[src/wdt_pkg.sv]
// shared constants for the once-write watchdog
package wdt_pkg;
  localparam logic [15:0] WDT_MODE_ADDR = 16'hff48;
  localparam logic [15:0] WDT_KEY_ADDR = 16'hff49;
  localparam logic [7:0] WDT_MODE_RESET = 8'h67;
  localparam logic [7:0] WDT_KEY_RESET = 8'h9a;
  localparam logic [7:0] WDT_KEY_RESTART = 8'hac;
  localparam logic [2:0] WDT_MODE_TOP = 3'h3;
  localparam int WDT_CSEL_HI = 4;
  localparam int WDT_CSEL_LO = 3;
  localparam int WDT_SLOW_BASE = 11;
  localparam int WDT_PERI_BASE = 13;
  localparam int WDT_CNT_W = 21;
  localparam logic [1:0] WDT_CSEL_SLOW = 2'h0;
  localparam logic [1:0] WDT_CSEL_PERI = 2'h1;
  localparam int WDT_RESET_CAUSE_REGISTER_BIT = 4;
  typedef enum logic [2:0] {
    WDT_ST_ARMED = 3'b001,
    WDT_ST_LOCKED = 3'b010,
    WDT_ST_STOPPED = 3'b100
  } wdt_state_t;
endpackage : wdt_pkg

[src/wdt_top.sv]
// watchdog with once-writable mode register and restart key register
`timescale 1ns/100ps
module wdt_top (
  input wire logic clk_i,
  input wire logic rstn_i,
  input wire logic ce_i,
  input wire logic opt_fixed_slow_i,
  input wire logic slow_tick_i,
  input wire logic peri_tick_i,
  input wire logic peri_clk_run_i,
  input wire logic osc_settling_i,
  input wire logic halt_i,
  input wire logic stop_i,
  input wire logic [15:0] addr_i,
  input wire logic wr_i,
  input wire logic rd_i,
  input wire logic bit_op_i,
  input wire logic [7:0] wdata_i,
  output logic [7:0] rdata_o,
  output logic chip_reset_o,
  output logic wdt_reset_flag_o,
  output logic [wdt_pkg::WDT_CNT_W-1:0] count_o
);
  import wdt_pkg::*;

  logic rst_s1_q;
  logic rst_n;
  logic opt_fixed_q;
  logic opt_taken_q;
  logic [4:0] mode_q;
  wdt_state_t state_q;
  wdt_state_t state_d;
  logic mode_wr;
  logic key_wr;
  logic key_bad;
  logic second_wr;
  logic stopped;
  logic tick;
  logic clear;
  logic ovf;
  logic fault;
  logic [4:0] exp_sel;
  logic [7:0] rdata_d;
  logic [4:0] mode_new;
  logic chip_reset_q;
  logic flag_q;

  // peripheral clock chosen by the clock select pair
  function automatic logic wdt_is_peri(input logic [4:0] mode);
    return mode[WDT_CSEL_HI:WDT_CSEL_LO] == WDT_CSEL_PERI;
  endfunction : wdt_is_peri

  // overflow exponent for the chosen clock and interval code
  function automatic logic [4:0] wdt_exp(input logic [4:0] mode);
    if (wdt_is_peri(mode)) begin
      return 5'(WDT_PERI_BASE) + {2'b00, mode[2:0]};
    end
    return 5'(WDT_SLOW_BASE) + {2'b00, mode[2:0]};
  endfunction : wdt_exp

  // reset released through two flops
  always_ff @(posedge clk_i or negedge rstn_i) begin
    if (!rstn_i) begin
      rst_s1_q <= 1'b0;
      rst_n <= 1'b0;
    end else begin
      rst_s1_q <= 1'b1;
      rst_n <= rst_s1_q;
    end
  end

  // option strap caught once after release
  always_ff @(posedge clk_i or negedge rst_n) begin
    if (!rst_n) begin
      opt_fixed_q <= 1'b1;
      opt_taken_q <= 1'b0;
    end else if (!opt_taken_q) begin
      opt_fixed_q <= opt_fixed_slow_i;
      opt_taken_q <= 1'b1;
    end
  end

  assign mode_wr = ce_i && wr_i && (addr_i == WDT_MODE_ADDR);
  assign key_wr = ce_i && wr_i && (addr_i == WDT_KEY_ADDR);
  assign key_bad = key_wr && (bit_op_i || wdata_i != WDT_KEY_RESTART);
  assign stopped = (state_q == WDT_ST_STOPPED);
  assign second_wr = mode_wr && (state_q != WDT_ST_ARMED);

  // bit ops on the mode register are not honoured as the one write, but count as a second write once it is taken
  always_comb begin
    mode_new = wdata_i[4:0];
    if (opt_fixed_q) begin
      mode_new[WDT_CSEL_HI] = 1'b0;
      mode_new[WDT_CSEL_LO] = 1'b0;
    end
  end

  // a stop chosen in the one accepted write is final until reset
  always_comb begin
    state_d = state_q;
    case (state_q)
      WDT_ST_ARMED: begin
        if (mode_wr && !bit_op_i) begin
          if (mode_new[WDT_CSEL_HI]) state_d = WDT_ST_STOPPED;
          else state_d = WDT_ST_LOCKED;
        end
      end
      WDT_ST_LOCKED: state_d = WDT_ST_LOCKED;
      WDT_ST_STOPPED: state_d = WDT_ST_STOPPED;
      default: state_d = WDT_ST_LOCKED;
    endcase
  end

  always_ff @(posedge clk_i or negedge rst_n) begin
    if (!rst_n) begin
      state_q <= WDT_ST_ARMED;
    end else if (ce_i) begin
      state_q <= state_d;
    end
  end

  // mode register; top bits are hardwired so written top bits are dropped
  always_ff @(posedge clk_i or negedge rst_n) begin
    if (!rst_n) begin
      mode_q <= WDT_MODE_RESET[4:0];
    end else if (ce_i && state_q == WDT_ST_ARMED && mode_wr && !bit_op_i) begin
      mode_q <= mode_new;
    end
  end

  // slow clock runs on in fixed option, even in STOP
  always_comb begin
    if (opt_fixed_q) begin
      tick = slow_tick_i;
    end else if (halt_i || stop_i || stopped) begin
      tick = 1'b0;
    end else if (wdt_is_peri(mode_q)) begin
      tick = peri_tick_i && peri_clk_run_i && !osc_settling_i;
    end else begin
      tick = slow_tick_i;
    end
  end

  assign exp_sel = wdt_exp(mode_q);

  assign clear = (key_wr && !key_bad) || (mode_wr && !bit_op_i && state_q == WDT_ST_ARMED);

  // a restart in the overflow cycle wins, so a late service is still honoured
  wdt_counter #(
    .CNT_W(WDT_CNT_W)
  ) u_cnt (
    .clk_i(clk_i),
    .rst_ni(rst_n),
    .ce_i(ce_i),
    .clear_i(clear),
    .tick_i(tick),
    .exp_i(exp_sel),
    .ovf_o(ovf),
    .count_o(count_o)
  );

  // faults suppressed while stopped
  assign fault = ce_i && !stopped && (second_wr || key_bad || ovf);

  always_ff @(posedge clk_i or negedge rst_n) begin
    if (!rst_n) begin
      chip_reset_q <= 1'b0;
    end else if (ce_i) begin
      chip_reset_q <= fault;
    end
  end
  assign chip_reset_o = chip_reset_q;

  // flag survives the chip reset it causes; only rstn_i clears it
  always_ff @(posedge clk_i or negedge rstn_i) begin
    if (!rstn_i) begin
      flag_q <= 1'b0;
    end else if (ce_i && fault) begin
      flag_q <= 1'b1;
    end
  end
  assign wdt_reset_flag_o = flag_q;

  always_comb begin
    if (addr_i == WDT_MODE_ADDR) begin
      rdata_d = {WDT_MODE_TOP, mode_q};
    end else if (addr_i == WDT_KEY_ADDR) begin
      rdata_d = WDT_KEY_RESET;
    end else begin
      rdata_d = 8'h00;
    end
  end

  always_ff @(posedge clk_i or negedge rst_n) begin
    if (!rst_n) begin
      rdata_o <= 8'h00;
    end else if (ce_i && rd_i) begin
      rdata_o <= rdata_d;
    end
  end

  // reset requests and what may raise them
  AST_RESET_AFTER_FAULT: assert property (
    @(posedge clk_i) disable iff (!rst_n)
    fault |=> chip_reset_o)
    else $error("fault did not reset chip");

  AST_NO_RESET_STOPPED: assert property (
    @(posedge clk_i) disable iff (!rst_n)
    (ce_i && stopped) |=> !chip_reset_o)
    else $error("reset while stopped");

  AST_SECOND_WRITE: assert property (
    @(posedge clk_i) disable iff (!rst_n)
    (ce_i && mode_wr && state_q == WDT_ST_LOCKED) |=> chip_reset_o)
    else $error("second mode write not punished");

  AST_BAD_KEY: assert property (
    @(posedge clk_i) disable iff (!rst_n)
    (key_wr && !stopped && wdata_i != WDT_KEY_RESTART) |=> chip_reset_o)
    else $error("bad key ignored");

  AST_BIT_KEY: assert property (
    @(posedge clk_i) disable iff (!rst_n)
    (key_wr && !stopped && bit_op_i) |=> chip_reset_o)
    else $error("bit key ignored");

  AST_GOOD_KEY_CLEARS: assert property (
    @(posedge clk_i) disable iff (!rst_n)
    (key_wr && !bit_op_i && wdata_i == WDT_KEY_RESTART) |=> count_o == '0)
    else $error("restart did not clear");

  AST_FIXED_SLOW: assert property (
    @(posedge clk_i) disable iff (!rst_n)
    (opt_taken_q && opt_fixed_q) |-> mode_q[WDT_CSEL_HI:WDT_CSEL_LO] == WDT_CSEL_SLOW)
    else $error("clock select changed in fixed option");

  AST_KEY_READ: assert property (
    @(posedge clk_i) disable iff (!rst_n)
    (ce_i && rd_i && addr_i == WDT_KEY_ADDR) |=> rdata_o == WDT_KEY_RESET)
    else $error("key read wrong");

  AST_HOLD_IN_HALT: assert property (
    @(posedge clk_i) disable iff (!rst_n)
    (ce_i && !opt_fixed_q && halt_i && !clear) |=> $stable(count_o))
    else $error("count moved in halt");

  AST_FLAG_SET: assert property (
    @(posedge clk_i) disable iff (!rst_n)
    chip_reset_o |-> wdt_reset_flag_o)
    else $error("flag missing");

  AST_FLAG_STICKY: assert property (
    @(posedge clk_i) disable iff (!rst_n)
    wdt_reset_flag_o |=> wdt_reset_flag_o)
    else $error("flag dropped without reset");

  AST_RESET_HAS_CAUSE: assert property (
    @(posedge clk_i) disable iff (!rst_n)
    $rose(chip_reset_o) |-> $past(fault))
    else $error("reset without a cause");

  // mode register lifetime
  AST_MODE_AFTER_RESET: assert property (
    @(posedge clk_i) disable iff (!rst_n)
    !opt_taken_q |-> (mode_q == WDT_MODE_RESET[4:0] && state_q == WDT_ST_ARMED))
    else $error("mode not at reset value");

  AST_MODE_WRITE_CLEARS: assert property (
    @(posedge clk_i) disable iff (!rst_n)
    (mode_wr && !bit_op_i && state_q == WDT_ST_ARMED) |=> count_o == '0)
    else $error("mode write did not clear");

  AST_STATE_ONCE: assert property (
    @(posedge clk_i) disable iff (!rst_n)
    (ce_i && state_q != WDT_ST_ARMED) |=> $stable(state_q))
    else $error("mode register reopened");

  AST_MODE_FROZEN: assert property (
    @(posedge clk_i) disable iff (!rst_n)
    (ce_i && state_q != WDT_ST_ARMED) |=> $stable(mode_q))
    else $error("mode changed after the one write");

  AST_MODE_READ: assert property (
    @(posedge clk_i) disable iff (!rst_n)
    (ce_i && rd_i && addr_i == WDT_MODE_ADDR) |=> rdata_o[7:5] == WDT_MODE_TOP)
    else $error("mode top bits read wrong");

  // counting and gating
  AST_FIXED_RUNS_IN_STOP: assert property (
    @(posedge clk_i) disable iff (!rst_n)
    (ce_i && opt_fixed_q && stop_i && slow_tick_i && !clear && !ovf)
    |=> count_o == $past(count_o) + 1'b1)
    else $error("fixed option stopped counting");

  AST_SLOW_COUNTS: assert property (
    @(posedge clk_i) disable iff (!rst_n)
    (ce_i && !stopped && !wdt_is_peri(mode_q) && (opt_fixed_q || (!halt_i && !stop_i))
     && slow_tick_i && !clear && !ovf) |=> count_o == $past(count_o) + 1'b1)
    else $error("slow tick not counted");

  AST_PERI_GATED: assert property (
    @(posedge clk_i) disable iff (!rst_n)
    (ce_i && !opt_fixed_q && wdt_is_peri(mode_q) && !(peri_clk_run_i && !osc_settling_i)
     && !clear) |=> $stable(count_o))
    else $error("count moved with peripheral clock gated");

  AST_HOLD_IN_STOP: assert property (
    @(posedge clk_i) disable iff (!rst_n)
    (ce_i && !opt_fixed_q && stop_i && !clear) |=> $stable(count_o))
    else $error("count moved in stop");

  AST_STOPPED_HOLDS: assert property (
    @(posedge clk_i) disable iff (!rst_n)
    (ce_i && stopped && !clear) |=> $stable(count_o))
    else $error("count moved while stopped");

  AST_OVF_RESTARTS: assert property (
    @(posedge clk_i) disable iff (!rst_n)
    (ce_i && ovf) |=> count_o == '0)
    else $error("count not restarted after overflow");

  AST_CE_FREEZE: assert property (
    @(posedge clk_i) disable iff (!rst_n)
    !ce_i |=> ($stable(count_o) && $stable(state_q) && $stable(mode_q)
     && $stable(rdata_o) && $stable(chip_reset_o)))
    else $error("state moved with clock enable low");
endmodule : wdt_top

[src/wdt_counter.sv]
// gated overflow counter with power-of-two period select
`timescale 1ns/100ps
module wdt_counter #(
  parameter int CNT_W = wdt_pkg::WDT_CNT_W
) (
  input wire logic clk_i,
  input wire logic rst_ni,
  input wire logic ce_i,
  input wire logic clear_i,
  input wire logic tick_i,
  input wire logic [4:0] exp_i,
  output logic ovf_o,
  output logic [CNT_W-1:0] count_o
);
  import wdt_pkg::*;
  logic [CNT_W-1:0] limit;

  // longest period is 2^20 peripheral clocks, so anything narrower cannot serve it
  if (CNT_W < WDT_CNT_W) begin : g_cnt_w_check
    $error("counter narrower than longest period");
  end

  assign limit = CNT_W'(({{(CNT_W-1){1'b0}}, 1'b1} << exp_i) - 1'b1);
  assign ovf_o = tick_i && !clear_i && (count_o == limit);

  always_ff @(posedge clk_i or negedge rst_ni) begin
    if (!rst_ni) begin
      count_o <= '0;
    end else if (ce_i) begin
      if (clear_i || ovf_o) begin
        count_o <= '0;
      end else if (tick_i) begin
        count_o <= count_o + 1'b1;
      end
    end
  end
endmodule : wdt_counter

[config.mk]
export PLATFORM = sky130hd
export DESIGN_NAME = wdt_top
export DESIGN_NICKNAME = d
export VERILOG_FILES = /design/src/wdt_pkg.sv /design/src/wdt_top.sv /design/src/wdt_counter.sv
export SDC_FILE = /design/constraint.sdc
export NUM_CORES = 1
export LEC_CHECK = 0
export ABC_AREA = 1
export BUFFER_PORTS_ARGS = -buffer_cell sky130_fd_sc_hd__buf_4
export CAP_MARGIN = 10
export CORE_ASPECT_RATIO = 1.1
export CORE_MARGIN = 2
export CORE_UTILIZATION = 35
export CTS_BUF_LIST = sky130_fd_sc_hd__clkbuf_4
export CTS_CLUSTER_SIZE = 24
export DETAILED_ROUTE_END_ITERATION = 7
export GPL_ROUTABILITY_DRIVEN = 0
export GPL_TIMING_DRIVEN = 0
export PLACE_DENSITY = 0.63
export SYNTH_ARGS = -nofsm -noshare
export SYNTH_HDL_FRONTEND = slang
export SYNTH_SLANG_ARGS = --single-unit
[constraint.sdc]
create_clock -name clk_i -period 2.65 [get_ports clk_i]
set_input_delay 0.53 -clock clk_i [delete_from_list [all_inputs] [get_ports clk_i]]
set_output_delay 0.53 -clock clk_i [all_outputs]
set_load 0.02 [all_outputs]
==> flow_metrics.py <==
metrics = {
    "run_status": {
        "status": "finished, violations left",
        "violations": "negative setup slack",
    },
    "power_and_ir_drop": {
        "netSwitchingFraction_pct": 38.1,
        "p_switching_uw": 708,
        "clkPwrFrac_pct": 24.7,
        "ir_drop_v": 0.000349,
        "p_leak_nw": 2.83,
        "pwr-share-comb_pct": 31.7,
        "seqPwrFrac_pct": 43.7,
        "p_int_mw": 1.15,
        "p_per_area_nw_per_um2": 371,
        "p_total_mw": 1.86,
    },
    "detailed_routing": {
        "wl_per_cell_um": 12.9,
        "wl_mm": 11.3,
        "firstDrtPassIters": 6,
        "drtIter0Drc": 292,
        "vias": 4301,
        "ant_nets": 0,
        "route.detailed.drc": 0,
        "vias_per_cell": 4.91,
    },
    "setup_path": {
        "r2r-end": "u_cnt.count_o[4]",
        "critPathKind": "reg2reg",
        "r2r_cells": 26,
        "critPathMaxFanout": 8,
        "crit_arrival_ns": 3.61,
        "crit_required_ns": 2.94,
        "r2r_start": "mode_q[2]",
        "end_kind": "flip-flop",
        "r2r_setup_slack_ns": -0.67,
        "start_kind": "flip-flop",
    },
    "floorplan": {
        "die-height_um": 112,
        "fp-row-count": 39,
        "initial_core_util_pct": 35.8,
        "die_width_um": 102,
        "die_area_sq_um": 11400,
        "ios": 68,
        "coreArea_sq_um": 10300,
    },
    "hold_path": {
        "hold_path_end": "rst_n",
        "whs_path_depth": 0,
        "hp-class": "reg2reg",
        "hp-start": "rst_s1_q",
    },
    "cells_and_area": {
        "layout-drive-gt1-share_pct": 26.9,
        "fillers": 1069,
        "nNetsFinal": 771,
        "mostFrequentLayoutCells": "170 x nand2_1, 101 x nor2_1, 95 x buf_4",
        "final_cells": 876,
        "regArea_sq_um": 1060,
        "area_growth_pct": 36.1,
        "finalInstanceArea_sq_um": 5010,
        "multiInputGateArea_sq_um": 2430,
        "mostFrequentLayoutCell": "nand2_1",
    },
    "job": {
        "max-cap-violations": 0,
    },
    "sta": {
        "worst_slack_ns": -0.673,
        "worst_pin_slew_ns": 0.905,
        "fin_crit_sh_pct": 125,
        "rsz0062_at_grt": "true",
        "slew_headroom_pct": 39.6,
        "setup_violations": 23,
        "fin_crit_ns": 3.32,
        "hold_ws_ns": 0.371,
        "maxSlewViolCount": 0,
        "max_freq_ghz": 0.301,
        "fin_skew_ns": 0.0100,
        "finalHoldViolCount": 0,
    },
    "clock_network": {
        "cts_buffers": 5,
        "cts_tree": "yes",
        "ctsHtreeMaxLevel": 2,
        "insertion_delay_ns": 0.38,
        "path_clk_slew_ns": 0.15,
        "clock_sinks": 42,
        "cts_root_buffer": "clkbuf_4",
        "clk_path_buf_depth": 2,
    },
    "synthesis": {
        "syn-cell-area_sq_um": 3680,
        "netlist_instances": 623,
        "yosysTopAreaCell": "dfrtp_1",
        "avgSynthCellArea_sq_um": 5.91,
        "async_reset_ff_share_pct": 100,
        "netlist.area_leader.share_pct": 25.1,
        "ys_types": 37,
        "ys.flop_type": "dfrtp_1",
        "synth-seq-cells": 42,
        "ys_seq_area_share_pct": 28.7,
        "ys_warn_count": 0,
        "yosys-top-cells-area": "dfrtp_1 25%, nand2_1 19%, nor2_1 11%, inv_1 9.5%, nand3_1 8.8%",
        "synth_edf_count": 0,
    },
    "global_route": {
        "antenna_found_initial": 1,
        "overflow": 0,
        "grt_pass1_wl_mm": 19.3,
        "grt_max_degree": 40,
        "grt_pass1_vias": 4351,
        "track_usage_pct": 20.7,
    },
    "placement": {
        "hpwl_mm": 8.64,
        "placed_cell_area_sq_um": 4470,
        "dp_cells": 834,
        "portBuffers": 67,
    },
}
[critical path, cell delays in order (launching register included)]
cell	delay, ns
dfstp_2	0.61
buf_6	0.12
nor2_4	0.04
inv_4	0.04
nand2_2	0.04
inv_2	0.06
ha_4	0.22
buf_6	0.13
nor3_4	0.23
nand2_2	0.11
ha_4	0.19
inv_4	0.07
nor2_4	0.05
nand2_4	0.13
nor2_4	0.07
buf_4	0.13
nand3_1	0.06
nand2_1	0.07
nor2_1	0.11
nand3_1	0.07
nor2_1	0.11
nand2_1	0.11
nand2_2	0.10
nand2_4	0.10
buf_8	0.16
nand2_2	0.06
nor2_2	0.03
[power groups by stage]
| stage | logic, mW | registers [mW] | clock network [mW] |
|---|---|---|---|
| floorplan | 0.285 | 0.863 | 0 |
| global placement | 0.547 | 0.821 | 0 |
| detailed placement | 0.558 | 0.823 | 0 |
| CTS | 0.579 | 0.815 | 0.462 |
| global route | 0.661 | 0.830 | 0.479 |
| finish | 0.589 | 0.813 | 0.459 |
[cells in the mapped netlist (2+ instances only)]
master,n
inv_1,93
dfstp_2,5
nand3_1,65
o211ai_1,4
nor4_1,2
dfrtp_1,37
nor3_1,14
ha_1,3
a21oi_1,8
o21bai_1,3
buf_6,4
xor2_1,9
nand2_2,13
inv_2,5
nand2_4,3
nand2_1,187
nor2_2,6
o21ai_1,2
o21ai_0,16
nand3_2,2
o22ai_1,2
nor2_1,109
nand4_1,13
nand3b_1,5
[kinds of logic (layout without fill, tap and decap cells)]
kind of cell | count (synthesis) | after routing | share of synthesized area, %
simple gates | 421 | 421 | 49.6
buf+inv | 106 | 214 | 11.8
flops | 42 | 42 | 28.7
compound gates | 40 | 40 | 6.39
xor+xnor | 10 | 10 | 2.38
fa+ha+maj | 3 | 3 | 1.02
other cells | 1 | 3 | 0.102
[sequential cells by signal, summed over array words and instances (netlist names)]
signal,count
u_cnt.count_o,21
rst_s1_q,1
chip_reset_o,1
rst_n,1
wdt_reset_flag_o,1
opt_taken_q,1
rdata_o,7
state_q,3
opt_fixed_q,1
mode_q,5
[worst max-delay path by stage]
stage,start,end,cells past startpoint
2_1_floorplan,mode_q[3],u_cnt.count_o[19],28
3_3_place_gp,mode_q[3],u_cnt.count_o[16],28
3_5_place_dp,mode_q[3],u_cnt.count_o[16],28
4_1_cts,mode_q[3],u_cnt.count_o[7],26
5_1_grt,mode_q[4],u_cnt.count_o[4],29
6_report,mode_q[2],u_cnt.count_o[4],26
[metrics by stage]
stage / setup WS, ns / util (%) / setup TNS [ns]
CTS: -0.618 / 47.8 / -12.80
finish: -0.673 / 48.7 / -14.11
floorplan: -0.336 / - / -5.57
global route: -0.861 / 48.7 / -18.50
global placement: -0.866 / 43.4 / -17.42
detailed placement: -0.906 / 43.4 / -18.19
[repair_timing]
action | in CTS | in global routing
hold endpoints to repair | 3 | 0
endpoints found under the setup margin | 23 | 23
buffers inserted | 25 | 7
pin swaps | 24 | 17
gates resized for setup | 40 | 11
gates cloned | 1 | 0
hold buffers | 1 | 0
[area by class of cell]
class                   count  share of cell area, %
multi-input cells         476                   48.6
flip-flops and latches     42                   21.1
repair buffers            101                   16.1
inverters                  99                   7.72
well taps                 143                   3.57
plain buffers               6                   1.20
clock inverters             3                  0.874
clock buffers               5                  0.749
diodes                      1                 0.0499
[per-layer routing]
metal | GRT usage [%] | up-vias | share of wire [%]
li1 | - | 2175 | -
met1 | 26.6 | 1998 | 45
met2 | 35.0 | 106 | 49
met3 | 2.57 | 22 | 4.0
met4 | 7.93 | 0 | 2.1
met5 | 0 | - | 0
(Power assumes the default switching activity.)
